==> src/tecm_pkg.sv <==
package tecm_pkg;
   // register addresses on the parallel control port
   localparam logic [7:0] TECM_ADDR_LINE_HIGH = 8'h23;
   localparam logic [7:0] TECM_ADDR_LINE_LOW = 8'h24;
   localparam logic [7:0] TECM_ADDR_PATH_HIGH = 8'h25;
   localparam logic [7:0] TECM_ADDR_PATH_LOW = 8'h26;
   localparam logic [7:0] TECM_ADDR_EVENT_MASK = 8'h6F;
   localparam logic [7:0] TECM_ADDR_ALARM_MASK = 8'h7F;
   // reset values
   localparam logic [7:0] TECM_MASK_RESET = 8'h00;
   // counter widths
   localparam int TECM_LINE_WIDTH = 16;
   localparam int TECM_PATH_WIDTH = 12;
   // zero run lengths for excessive-zero detection
   localparam logic [4:0] TECM_ZERO_RUN_PLAIN = 5'h10;
   localparam logic [4:0] TECM_ZERO_RUN_B8ZS = 5'h08;
   // update interval selection
   typedef enum logic {TECM_ONE_SECOND, TECM_FAST_42MS} tecm_interval_type;
endpackage

==> src/tecm_sat_counter.sv <==
`timescale 1ns/1ns
// saturating interval accumulator with snapshot register
module tecm_sat_counter
   import tecm_pkg::*;
#(
   parameter int WIDTH = 16
)
(
   input wire logic clk,
   input wire logic srst,
   input wire logic count_en,
   input wire logic update,
   output logic [WIDTH-1:0] snapshot
);
   logic [WIDTH-1:0] accum_reg; // running count of the open interval
   localparam logic [WIDTH-1:0] ALL_ONES = '1;
   localparam logic [WIDTH-1:0] ONE = {{(WIDTH-1){1'b0}}, 1'b1};

   // accumulate; an event in the update cycle opens the new interval at one
   always_ff @(posedge clk)
   begin
      if (srst)
      begin
         accum_reg <= '0;
      end
      else if (update)
      begin
         accum_reg <= count_en ? ONE : '0;
      end
      else if (count_en && accum_reg != ALL_ONES)
      begin
         accum_reg <= accum_reg + ONE;
      end
   end

   // readable copy holds the last completed interval
   always_ff @(posedge clk)
   begin
      if (srst)
      begin
         snapshot <= '0;
      end
      else if (update)
      begin
         snapshot <= accum_reg;
      end
   end
endmodule

==> src/tecm_error_monitor.sv <==
`timescale 1ns/1ns
// Behaviour
// alarm mask bits gate alarm status sources
// event mask bits gate event status sources
// counters update together on timer tick
// readable counts hold previous interval, stable
// host reads counts within one interval
// counters saturate at all ones
// line count sixteen bits, high then low
// line count runs even during sync loss
// b8zs code words not counted when enabled
// zero runs of 16 or 8 counted
// esf mode counts crc6 errors
// d4 counts ft, optionally fs errors
// path count frozen during sync loss
// path count split nibble plus byte
// interrupt when any enabled flag set
// accumulators transfer atomically, restart at zero
module tecm_error_monitor
   import tecm_pkg::*;
#(
   parameter int LINE_WIDTH = TECM_LINE_WIDTH,
   parameter int PATH_WIDTH = TECM_PATH_WIDTH
)
(
   input wire logic clk,
   input wire logic srst,
   // parallel control port
   input wire logic [7:0] addr,
   input wire logic [7:0] wr_data,
   input wire logic wr_en,
   input wire logic rd_en,
   output logic [7:0] rd_data,
   // status flags, alarm group msb first
   input wire logic [7:0] alarm_status,
   input wire logic [7:0] event_status,
   output logic irq_n,
   // status timer: pulse of either cadence
   input wire logic second_timer_tick,
   input wire logic fast_timer_tick,
   // configuration bits
   input wire logic interval_select,
   input wire logic rx_b8zs_enable,
   input wire logic excess_zero_count_enable,
   input wire logic esf_framing_select,
   input wire logic fs_error_count_enable,
   input wire logic rx_sync_loss,
   // received line events, one per bit time
   input wire logic bit_strobe,
   input wire logic rx_mark,
   input wire logic bipolar_violation,
   input wire logic b8zs_code_word,
   input wire logic crc6_error,
   input wire logic ft_error,
   input wire logic fs_error,
   // upper nibble of shared path register, from out-of-sync counter
   input wire logic [3:0] mos_high_nibble,
   output logic second_timer_flag
);
   logic [7:0] alarm_irq_mask_reg; // alarm group enables
   logic [7:0] event_irq_mask_reg; // event group enables
   logic [4:0] zero_run_reg; // consecutive zeros seen
   logic update; // snapshot strobe
   logic zero_hit; // run reached threshold this bit
   logic line_event; // one line code violation
   logic path_event; // one path violation
   logic [LINE_WIDTH-1:0] line_count; // frozen line count
   logic [PATH_WIDTH-1:0] path_count; // frozen path count
   logic [4:0] zero_limit; // threshold for the current coding
   logic [7:0] alarm_pending; // alarm sources passing their mask
   logic [7:0] event_pending; // event sources passing their mask
   logic [15:0] line_word; // line count at register-pair width
   logic [11:0] path_word; // path count at register-pair width
   logic [7:0] rd_next; // byte handed out at the next read strobe

   // register map selections, shared by the write and read decode
   // none covers every address the block does not own
   typedef enum logic [2:0] {TECM_SEL_NONE, TECM_SEL_LINE_HIGH, TECM_SEL_LINE_LOW, TECM_SEL_PATH_HIGH,
      TECM_SEL_PATH_LOW, TECM_SEL_EVENT_MASK, TECM_SEL_ALARM_MASK} tecm_sel_type;

   // one decoder for both paths, so a write can never land
   // where a read does not look
   function automatic tecm_sel_type decode_addr(input logic [7:0] a);
      tecm_sel_type sel;
      if (a == TECM_ADDR_LINE_HIGH)
      begin
         sel = TECM_SEL_LINE_HIGH;
      end
      else if (a == TECM_ADDR_LINE_LOW)
      begin
         sel = TECM_SEL_LINE_LOW;
      end
      else if (a == TECM_ADDR_PATH_HIGH)
      begin
         sel = TECM_SEL_PATH_HIGH;
      end
      else if (a == TECM_ADDR_PATH_LOW)
      begin
         sel = TECM_SEL_PATH_LOW;
      end
      else if (a == TECM_ADDR_EVENT_MASK)
      begin
         sel = TECM_SEL_EVENT_MASK;
      end
      else if (a == TECM_ADDR_ALARM_MASK)
      begin
         sel = TECM_SEL_ALARM_MASK;
      end
      else
      begin
         sel = TECM_SEL_NONE;
      end
      return sel;
   endfunction

   tecm_sel_type addr_sel; // decoded register selection
   assign addr_sel = decode_addr(addr);

   // pick the tick of the selected cadence; both counters share this one strobe,
   // so line and path snapshots always describe the same interval
   always_comb
   begin
      if (tecm_interval_type'(interval_select) == TECM_FAST_42MS)
      begin
         update = fast_timer_tick;
      end
      else
      begin
         update = second_timer_tick;
      end
   end

   // tick also drives the second timer status as the host cue
   assign second_timer_flag = update;

   // mask registers written by the host; counts are read-only,
   // so a write anywhere else is dropped
   always_ff @(posedge clk)
   begin
      if (srst)
      begin
         alarm_irq_mask_reg <= TECM_MASK_RESET;
         event_irq_mask_reg <= TECM_MASK_RESET;
      end
      else if (wr_en)
      begin
         if (addr_sel == TECM_SEL_ALARM_MASK)
         begin
            alarm_irq_mask_reg <= wr_data;
         end
         else if (addr_sel == TECM_SEL_EVENT_MASK)
         begin
            event_irq_mask_reg <= wr_data;
         end
      end
   end

   // each source passes only while its mask bit is one
   genvar src;
   generate
      for (src = 0; src < 8; src = src + 1)
      begin : g_gate
         assign alarm_pending[src] = alarm_status[src] && alarm_irq_mask_reg[src];
         assign event_pending[src] = event_status[src] && event_irq_mask_reg[src];
      end
   endgenerate

   // active-low request, combinational by choice; it follows the flags with no
   // latency, so a flag that clears also drops the request in the same cycle
   assign irq_n = !(|alarm_pending || |event_pending);

   // excessive zero threshold depends on line coding
   assign zero_limit = rx_b8zs_enable ? TECM_ZERO_RUN_B8ZS : TECM_ZERO_RUN_PLAIN;
   // at-or-above rather than equal: a coding switch in mid-run lowers the limit
   // under the run already seen, and the run must not climb past it and wrap
   assign zero_hit = bit_strobe && !rx_mark && (zero_run_reg + 5'h01 >= zero_limit);

   // zero run tracker; restarts after each counted run
   always_ff @(posedge clk)
   begin
      if (srst)
      begin
         zero_run_reg <= 5'h00;
      end
      else if (bit_strobe)
      begin
         if (rx_mark || zero_hit)
         begin
            zero_run_reg <= 5'h00;
         end
         else
         begin
            zero_run_reg <= zero_run_reg + 5'h01;
         end
      end
   end

   // line events ignore sync state on purpose; a bit that is both a violation
   // and the end of a zero run is one event, not two
   always_comb
   begin
      line_event = 1'h0;
      if (bit_strobe)
      begin
         if (bipolar_violation && !(rx_b8zs_enable && b8zs_code_word))
         begin
            line_event = 1'h1;
         end
         if (excess_zero_count_enable && zero_hit)
         begin
            line_event = 1'h1;
         end
      end
   end

   // path events follow framing mode, frozen out of sync
   always_comb
   begin
      if (rx_sync_loss)
      begin
         path_event = 1'h0;
      end
      else if (esf_framing_select)
      begin
         path_event = crc6_error;
      end
      else
      begin
         path_event = ft_error || (fs_error_count_enable && fs_error);
      end
   end

   // line code violation accumulator; at the worst error rate the full
   // sixteen bits only just hold one fast 42 ms interval, so saturation rarely shows
   tecm_sat_counter #(.WIDTH(LINE_WIDTH)) line_counter
   (
      .clk(clk),
      .srst(srst),
      .count_en(line_event),
      .update(update),
      .snapshot(line_count)
   );

   // path violation accumulator; twelve bits, sharing its high register
   // with the out-of-sync count kept elsewhere
   tecm_sat_counter #(.WIDTH(PATH_WIDTH)) path_counter
   (
      .clk(clk),
      .srst(srst),
      .count_en(path_event),
      .update(update),
      .snapshot(path_count)
   );

   // size each count to its register pair on purpose
   assign line_word = 16'(line_count);
   assign path_word = 12'(path_count);

   // read byte from the shared decode; counts and masks only, the rest reads zero
   always_comb
   begin
      if (addr_sel == TECM_SEL_LINE_HIGH)
      begin
         rd_next = line_word[15:8];
      end
      else if (addr_sel == TECM_SEL_LINE_LOW)
      begin
         rd_next = line_word[7:0];
      end
      else if (addr_sel == TECM_SEL_PATH_HIGH)
      begin
         rd_next = {mos_high_nibble, path_word[11:8]};
      end
      else if (addr_sel == TECM_SEL_PATH_LOW)
      begin
         rd_next = path_word[7:0];
      end
      else if (addr_sel == TECM_SEL_EVENT_MASK)
      begin
         rd_next = event_irq_mask_reg;
      end
      else if (addr_sel == TECM_SEL_ALARM_MASK)
      begin
         rd_next = alarm_irq_mask_reg;
      end
      else
      begin
         rd_next = 8'h00; // unmapped address
      end
   end

   // registered read port; the two bytes of a count are not latched together,
   // which is safe only because the snapshot stands still for the whole interval
   always_ff @(posedge clk)
   begin
      if (srst)
      begin
         rd_data <= 8'h00;
      end
      else if (rd_en)
      begin
         rd_data <= rd_next;
      end
   end
endmodule

==> config.mk <==
export PLATFORM = sky130hd
export DESIGN_NAME = tecm_error_monitor
export DESIGN_NICKNAME = d
export VERILOG_FILES = /design/src/tecm_pkg.sv /design/src/tecm_sat_counter.sv /design/src/tecm_error_monitor.sv
export SDC_FILE = /design/constraint.sdc
export NUM_CORES = 1
export LEC_CHECK = 0
export ABC_AREA = 0
export BUFFER_PORTS_ARGS = -buffer_cell sky130_fd_sc_hd__buf_2
export CAP_MARGIN = 20
export CELL_PAD_IN_SITES_DETAIL_PLACEMENT = 1
export CELL_PAD_IN_SITES_GLOBAL_PLACEMENT = 1
export CORE_MARGIN = 8
export CORE_UTILIZATION = 41
export CTS_BUF_LIST = sky130_fd_sc_hd__clkbuf_8
export CTS_CLUSTER_SIZE = 10
export DETAILED_ROUTE_END_ITERATION = 7
export GPL_TIMING_DRIVEN = 0
export PLACE_DENSITY_LB_ADDON = 0.08
export SYNTH_ARGS = -nofsm -noshare
export SYNTH_HDL_FRONTEND = slang
export SYNTH_HIERARCHICAL = 1
export SYNTH_SLANG_ARGS = --single-unit
==> constraint.sdc <==
create_clock -name clk -period 2.6 [get_ports clk]
set_clock_uncertainty 0.1 [all_clocks]
set_input_delay 0.26 -clock clk [delete_from_list [all_inputs] [get_ports clk]]
set_output_delay 0.26 -clock clk [all_outputs]
set_load 0.01 [all_outputs]
---- After elaboration in Yosys (flattened, before gate mapping) ----
Index checks and enable logic that the tools add are counted.
word-level totals
  register bits after elaboration ......... 85
  bits in latches ......................... 0
  RAM bits ................................ 0
  memory bits (read-only) ................. 0
  bits of input ports ..................... 55
  output and inout port bits .............. 10
  word-level logic and storage cells ...... 89
  memories kept ........................... 0
cells by class
  $add $sub $neg .......................... 3
  multipliers ............................. 0
  div/mod/pow operators ................... 0
  magnitude comparators ................... 1
  equality and inequality tests ........... 14
  shift operators ......................... 0
  muxes and demuxes ....................... 26
  bitwise logic cells ..................... 1
  reductions and logical operators ........ 36
operators by type and width
  kind                     number
  $mux W8                  6
  $eq A8 B6 Y1 const B     4
  $mux W16                 2
  $logic_and A1 B1 Y1      24
  $mux W12                 2
  $mux W3                  6
  $add A16 B1 Y16 const B  1
  $eq A8 B7 Y1 const B     2
  $ne A16 B16 Y1 const B   1
  $reduce_or A8 Y1         2
  $add A12 B1 Y12 const B  1
  $ne A12 B12 Y1 const B   1
  $mux W5                  2
  $eq A3 B3 Y1 const B     3
  $mux W1                  8
  $eq A3 B2 Y1 const B     2
  $add A5 B1 Y5 const B    1
  $ge A5 B5 Y1             1
  $reduce_bool A2 Y1       2
  $eq A3 B1 Y1 const B     1
  $logic_not A1 Y1         3
  $logic_or A1 B1 Y1       3
  $reduce_and A3 Y1        1
  $reduce_and A2 Y1        1
  $not A1 Y1               1

---- Longest topological paths before layout ----
  depth after elaboration ................. 14
  depth in mapped cells ................... 12
  depth with buffers taken out ............ 12

---- By module ----
The synthesis kept the hierarchy.
by module, submodules not included
  module                           instances  cells each  area an instance (um^2)  sequential area each (um^2)
  tecm_error_monitor               1          230         1920.6                   580.6
  tecm_sat_counter (line_counter)  1          154         1452.6                   640.6
  tecm_sat_counter (path_counter)  1          114         1079.8                   480.5

---- Worst setup path before layout ----
No wires, ideal clock.
  path kind ............................... register to register
  start point ............................. reg zero_run_reg[0]
  end point ............................... reg line_counter.accum_reg[11]
  library setup time ...................... 131 ps
  arrival ................................. 2603 ps
  required time ........................... 2369 ps
  slack ................................... -234 ps
  cell stages (with the launch flop) ...... 13
  buffers on the path ..................... 0
  clock period less this slack ............ 2834 ps
  path through ............................ dfxtp_1 > ha_1 > nand3_1 > xor2_1 > inv_1 > ha_1 > nand4_1 > a211o_1 > a21oi_1 > nand3_1 > or3_1 > o311ai_1 > o41ai_1
on the way
  longest elaborated chain between the ends .. 8
ends and longest elaborated chain
  what                                 line                       source
  start, declared                      tecm_error_monitor.sv:62   logic [4:0] zero_run_reg;
  start signal, assigned               tecm_error_monitor.sv:193  zero_run_reg <= zero_run_reg + 5'h01;
  $add A5 B1 Y5                        tecm_error_monitor.sv:176  assign zero_hit = bit_strobe && !rx_mark && (zero_run_reg + 5'h01 >= zero_limit);
  $ge A5 B5 Y1                         tecm_error_monitor.sv:176
  $logic_and A1 B1 Y1                  tecm_error_monitor.sv:176
  $logic_and A1 B1 Y1                  tecm_error_monitor.sv:209  if (excess_zero_count_enable && zero_hit)
  $mux W1                              tecm_error_monitor.sv:209
  $mux W1                              tecm_error_monitor.sv:203  if (bit_strobe)
  named net line_event                 tecm_error_monitor.sv:65   logic line_event;
  $logic_and A1 B1 Y1                  tecm_sat_counter.sv:30     else if (count_en && accum_reg != ALL_ONES)
  $reduce_bool A2 Y1 (no source line)  --
  end signal, assigned                 tecm_sat_counter.sv:28     accum_reg <= count_en ? ONE : '0;
  end signal, assigned                 tecm_sat_counter.sv:32     accum_reg <= accum_reg + ONE;
  end, declared                        tecm_sat_counter.sv:15     logic [WIDTH-1:0] accum_reg;
The timed path passes the listed nets, and every way through them passes these cells.
A chain may end at the register's enable or synchronous reset.

---- Final worst setup path ----
  start point ............................. reg zero_run_reg[1]
  end point ............................... reg line_counter.accum_reg[14]
The elaborated chain is that of the path after synthesis.

==> flow_results.org <==
** Setup path
- Slack of the worst reg-to-reg path :: -300 ps
- The startpoint identified for the worst register-to-register timing path is zero_run_reg[1].
- Required time of the worst setup path :: 2730 ps
- Of all nets on the critical path, the largest fanout is 4.
- The number of cells on the worst reg-to-reg path is 12.
- Crit path launch type :: flip-flop
- The worst setup path is of the reg -> reg kind.
- Data on the critical path arrives at its endpoint at just over 3000 ps.
- The worst register-to-register path ends at line_counter/accum_reg[14].
- The worst setup path is captured at a flip-flop.

** Yosys
- Yosys attributes the largest share of cell area to sky130_fd_sc_hd__dfxtp_1, sky130_fd_sc_hd__mux2i_1, sky130_fd_sc_hd__nor2_1.
- Count leader, synth :: sky130_fd_sc_hd__dfxtp_1
- After synthesis, the mean cell area works out to 8.94 µm².
- Of the synthesized area, sequential elements account for 38.2%.
- For this run, the number of Yosys warnings is 6.
- The netlist uses 65 different library cells.
- Most frequently used flop master after synthesis :: sky130_fd_sc_hd__dfxtp_1
- Top cells by instance count after synthesis :: sky130_fd_sc_hd__dfxtp_1, sky130_fd_sc_hd__nor2_1, sky130_fd_sc_hd__mux2i_1, sky130_fd_sc_hd__nand2_1, sky130_fd_sc_hd__a21oi_1
- Post-synth ARST share :: 0%
- Count of state elements after synthesis :: 85
- Most area-hungry cell type in the Yosys netlist :: sky130_fd_sc_hd__dfxtp_1
- Area of the mapped netlist :: 4450 µm²
- The share of synthesized area in the top cell type comes to 38.2%.
- Synth Net Count :: 559
- Post-Synthesis Cells :: 498
- Number of flops mapped to enable cells by yosys :: 0

** Clock tree
- Max clock buf depth :: 2
- The clock reaches the later pin of the worst-skew pair after around 360 ps.
- Clock tree synthesis inserted a total of 9 buffers.
- CTS clock-pin slew for the worst setup and hold paths :: around 90 ps
- CTS sink cnt :: 85
- Maximum level of the CTS H-tree :: 3
- CTS placed an instance of sky130_fd_sc_hd__clkbuf_8 at the clock tree root.
- Clock tree from TritonCTS :: yes

** Finish
- Final core utilization :: 50.2%
- Number of inserted filler cells in the final layout :: 1277
- N_diodes :: 0
- Layout cell share with drive strength beyond 1 :: 24.6%
- The finished layout holds 730 standard cells, fillers aside.
- With fillers left out, the area of the finished cells amounts to 5370 µm².
- Area growth syn-to-layout :: 20.6%
- Final nets :: 647
- Summing all flip-flop and latch instances after layout gives between 1500 and 2000 µm².
- The multi-input combinational cells in the finished layout cover a total of 2680 µm².

** Floorplan
- The die is 120 µm tall.
- Row generation in the floorplan step produced 38 rows.
- Die Footprint :: 14500 µm²
- The die is 120 µm wide.
- For this design the top-level I/O count stands at 65.
- After floorplanning, the core was sized to cover 10700 µm².
- Starting density of the core :: 41.6%

** Global route
- Wire length of the first global-routing pass :: around 22000 µm
- For this run, the total global-route usage over all layers was measured as 18.6%.
- Via count of the first global-routing pass :: 4346
- Pin count of the biggest net entering global routing :: 14
- The total overflow left after global routing is 0.
- The number of antenna violations at the first check in global routing came to 0.

** Route
- Per-cell via count in the routed design :: 5.58
- Total via count in the routed design :: about 4100
- The detailed router finished its first iteration with 210 violations.
- First-pass DRT Iterations :: 4
- Remaining antenna violation count after routing :: 0
- For this run, design rule violations remaining after detail routing come to 0.
- The routed design has 13100 µm of wire.
- Dividing the detail-routed wire length by the instance count gives roughly 18 µm.

** Placed design
- Cells after DPL :: approximately 700
- In this run the tool buffered the top-level ports with 63 buffer cells.
- Cell area after placement :: 5000 µm²
- Final HPWL DP :: just under 10000 µm
- Routability-driven placement finished with a final weighted congestion of ~0.81.

** Timing
- Slew margin rel. :: 43.3%
- Setup repair after global routing missed its margin :: true
- Once routing completed, OpenROAD measured the worst setup slack at -299 ps.
- Max-slew violation total from the final report :: 0
- Crit path time final :: 2900 ps
- Worst Hold Margin :: 44.4 ps
- Final cycle utilization of the critical path :: 111%
- Actual transition at the worst max-transition pin :: approximately 850 ps
- The number of hold violations in the final report came to 0.
- Maximum clock frequency :: roughly 340 MHz
- Final setup vio count :: 16

** Power and ir drop
- Power share of the clock group :: 35.3%
- The internal portion of the total power is 0.00176 W.
- For this design the total switching power over the nets is 0.000623 W.
- In this run the power density over the cells is 444 nW/µm².
- Across the VDD grid, the largest voltage drop is 0.000275 V.
- Per report_power, the combinational group accounts for roughly a tenth of the total.
- Static leakage :: between 2 and 2.5 nW
- Sw Share :: 26.1%
- Reg power frac :: 55.0%

** Hold path
- Count of cells along the worst hold path :: 3
- The path class of the tightest hold or removal check is in -> reg.
- The path with the worst hold slack has its endpoint at alarm_irq_mask_reg[4].
- The worst hold path begins at wr_data[4].

** Outcome
- Result of the run :: complete, but fails checks
- Violations in the final reports :: negative setup slack

** Flow run
- Max-capacitance violation count :: 0
## how the worst max path moves through the flow
stage,from,endpoint,slack [ps],depth (start not counted)
finish,zero_run_reg[1],line_counter/accum_reg[14],-300,12
global route,zero_run_reg[1],line_counter/accum_reg[14],-380,12
CTS,zero_run_reg[1],line_counter/accum_reg[11],-210,12
detailed placement,zero_run_reg[1],line_counter/accum_reg[11],-470,12
global placement,zero_run_reg[0],line_counter/accum_reg[13],-410,12
floorplan,zero_run_reg[1],line_counter/accum_reg[11],-90,12
## placed cells by master (no fill, tap or decap), types with 4 or more instances in the layout
cell,count
sky130_fd_sc_hd__o32a_1,7
sky130_fd_sc_hd__a21oi_1,23
sky130_fd_sc_hd__nand4_1,11
sky130_fd_sc_hd__buf_4,11
sky130_fd_sc_hd__a31oi_1,4
sky130_fd_sc_hd__mux2i_1,58
sky130_fd_sc_hd__nor2_1,60
sky130_fd_sc_hd__nand2_1,28
sky130_fd_sc_hd__a211oi_1,4
sky130_fd_sc_hd__nand2b_1,7
sky130_fd_sc_hd__o32ai_1,7
sky130_fd_sc_hd__a22oi_1,18
sky130_fd_sc_hd__and3_1,4
sky130_fd_sc_hd__nand3_1,14
sky130_fd_sc_hd__o21ai_1,11
sky130_fd_sc_hd__clkinv_2,4
sky130_fd_sc_hd__buf_2,71
sky130_fd_sc_hd__inv_1,19
sky130_fd_sc_hd__a21oi_2,4
sky130_fd_sc_hd__ha_1,4
sky130_fd_sc_hd__o21ai_0,13
sky130_fd_sc_hd__clkbuf_1,16
sky130_fd_sc_hd__nand3b_1,5
sky130_fd_sc_hd__or3_4,4
sky130_fd_sc_hd__dfxtp_1,83
sky130_fd_sc_hd__and4_1,4
sky130_fd_sc_hd__buf_6,5
sky130_fd_sc_hd__clkbuf_8,10
sky130_fd_sc_hd__or3_1,6
## power by group through the flow
stage	logic, W	registers [W]	clock network, W
after global placement	0.000214	0.00134	0
after global routing	0.000253	0.00131	0.000938
after detailed placement	0.000219	0.00134	0
after CTS	0.000229	0.00131	0.000867
after floorplan	0.000131	0.00134	0
final	0.000233	0.00131	0.000841
## metrics by stage
| step | setup slack [ps] | setup TNS [ps] | total power (W) |
|---|---|---|---|
| 2_1_floorplan | -88.4 | -101 | 0.00147 |
| 3_3_place_gp | -415 | -3980 | 0.00156 |
| 3_5_place_dp | -470 | -4660 | 0.00156 |
| 4_1_cts | -209 | -2190 | 0.00241 |
| 5_1_grt | -384 | -4740 | 0.00250 |
| 6_report | -299 | -3010 | 0.00239 |
## area by class of cell
cell class	count	area share, %
Sequential cell	85	31.8
Clock buffer	10	2.56
Clock inverter	5	0.513
Buffer	28	2.42
Multi-Input combinational cell	365	49.9
Tap cell	140	3.26
Timing Repair Buffer	77	8.11
Inverter	20	1.40
## what timing repair did
action / CTS / global route
pin swaps: 13 / 11
resized for setup: 12 / 8
hold buffers: 0 / 0
endpoints found under the setup margin: 16 / 16
buffers inserted: 11 / 3
## cells by family (layout without fill, tap and decap cells)
kind of cell	after synthesis	in the layout	share of synthesized area, %
compound gates	115	115	18.3
xor+xnor	6	6	1.18
fa+ha+maj	6	6	1.69
buf+inv	48	140	4.61
flops	85	85	38.2
mux	59	59	13.3
simple gates	179	179	22.7
## metal layers
layer	track usage [%]	up-vias	share of wire, %
li1	-	2025	-
met1	22.1	1984	44
met2	33.0	49	51
met3	2.84	13	2.7
met4	7.34	0	1.6
met5	0	-	0
## critical path, cell delays in order, from the launching register on
cell and delay [ps]:
sky130_fd_sc_hd__dfxtp_4 360, sky130_fd_sc_hd__ha_4 160, sky130_fd_sc_hd__nand3_2 70, sky130_fd_sc_hd__xor2_1 180, sky130_fd_sc_hd__inv_1 90, sky130_fd_sc_hd__ha_4 280, sky130_fd_sc_hd__nand4_1 100, sky130_fd_sc_hd__a211o_1 310
sky130_fd_sc_hd__a21oi_4 220, sky130_fd_sc_hd__nand4_1 260, sky130_fd_sc_hd__nor4_4 370, sky130_fd_sc_hd__a31o_2 210, sky130_fd_sc_hd__a21oi_1 60
(Power assumes the default switching activity.)
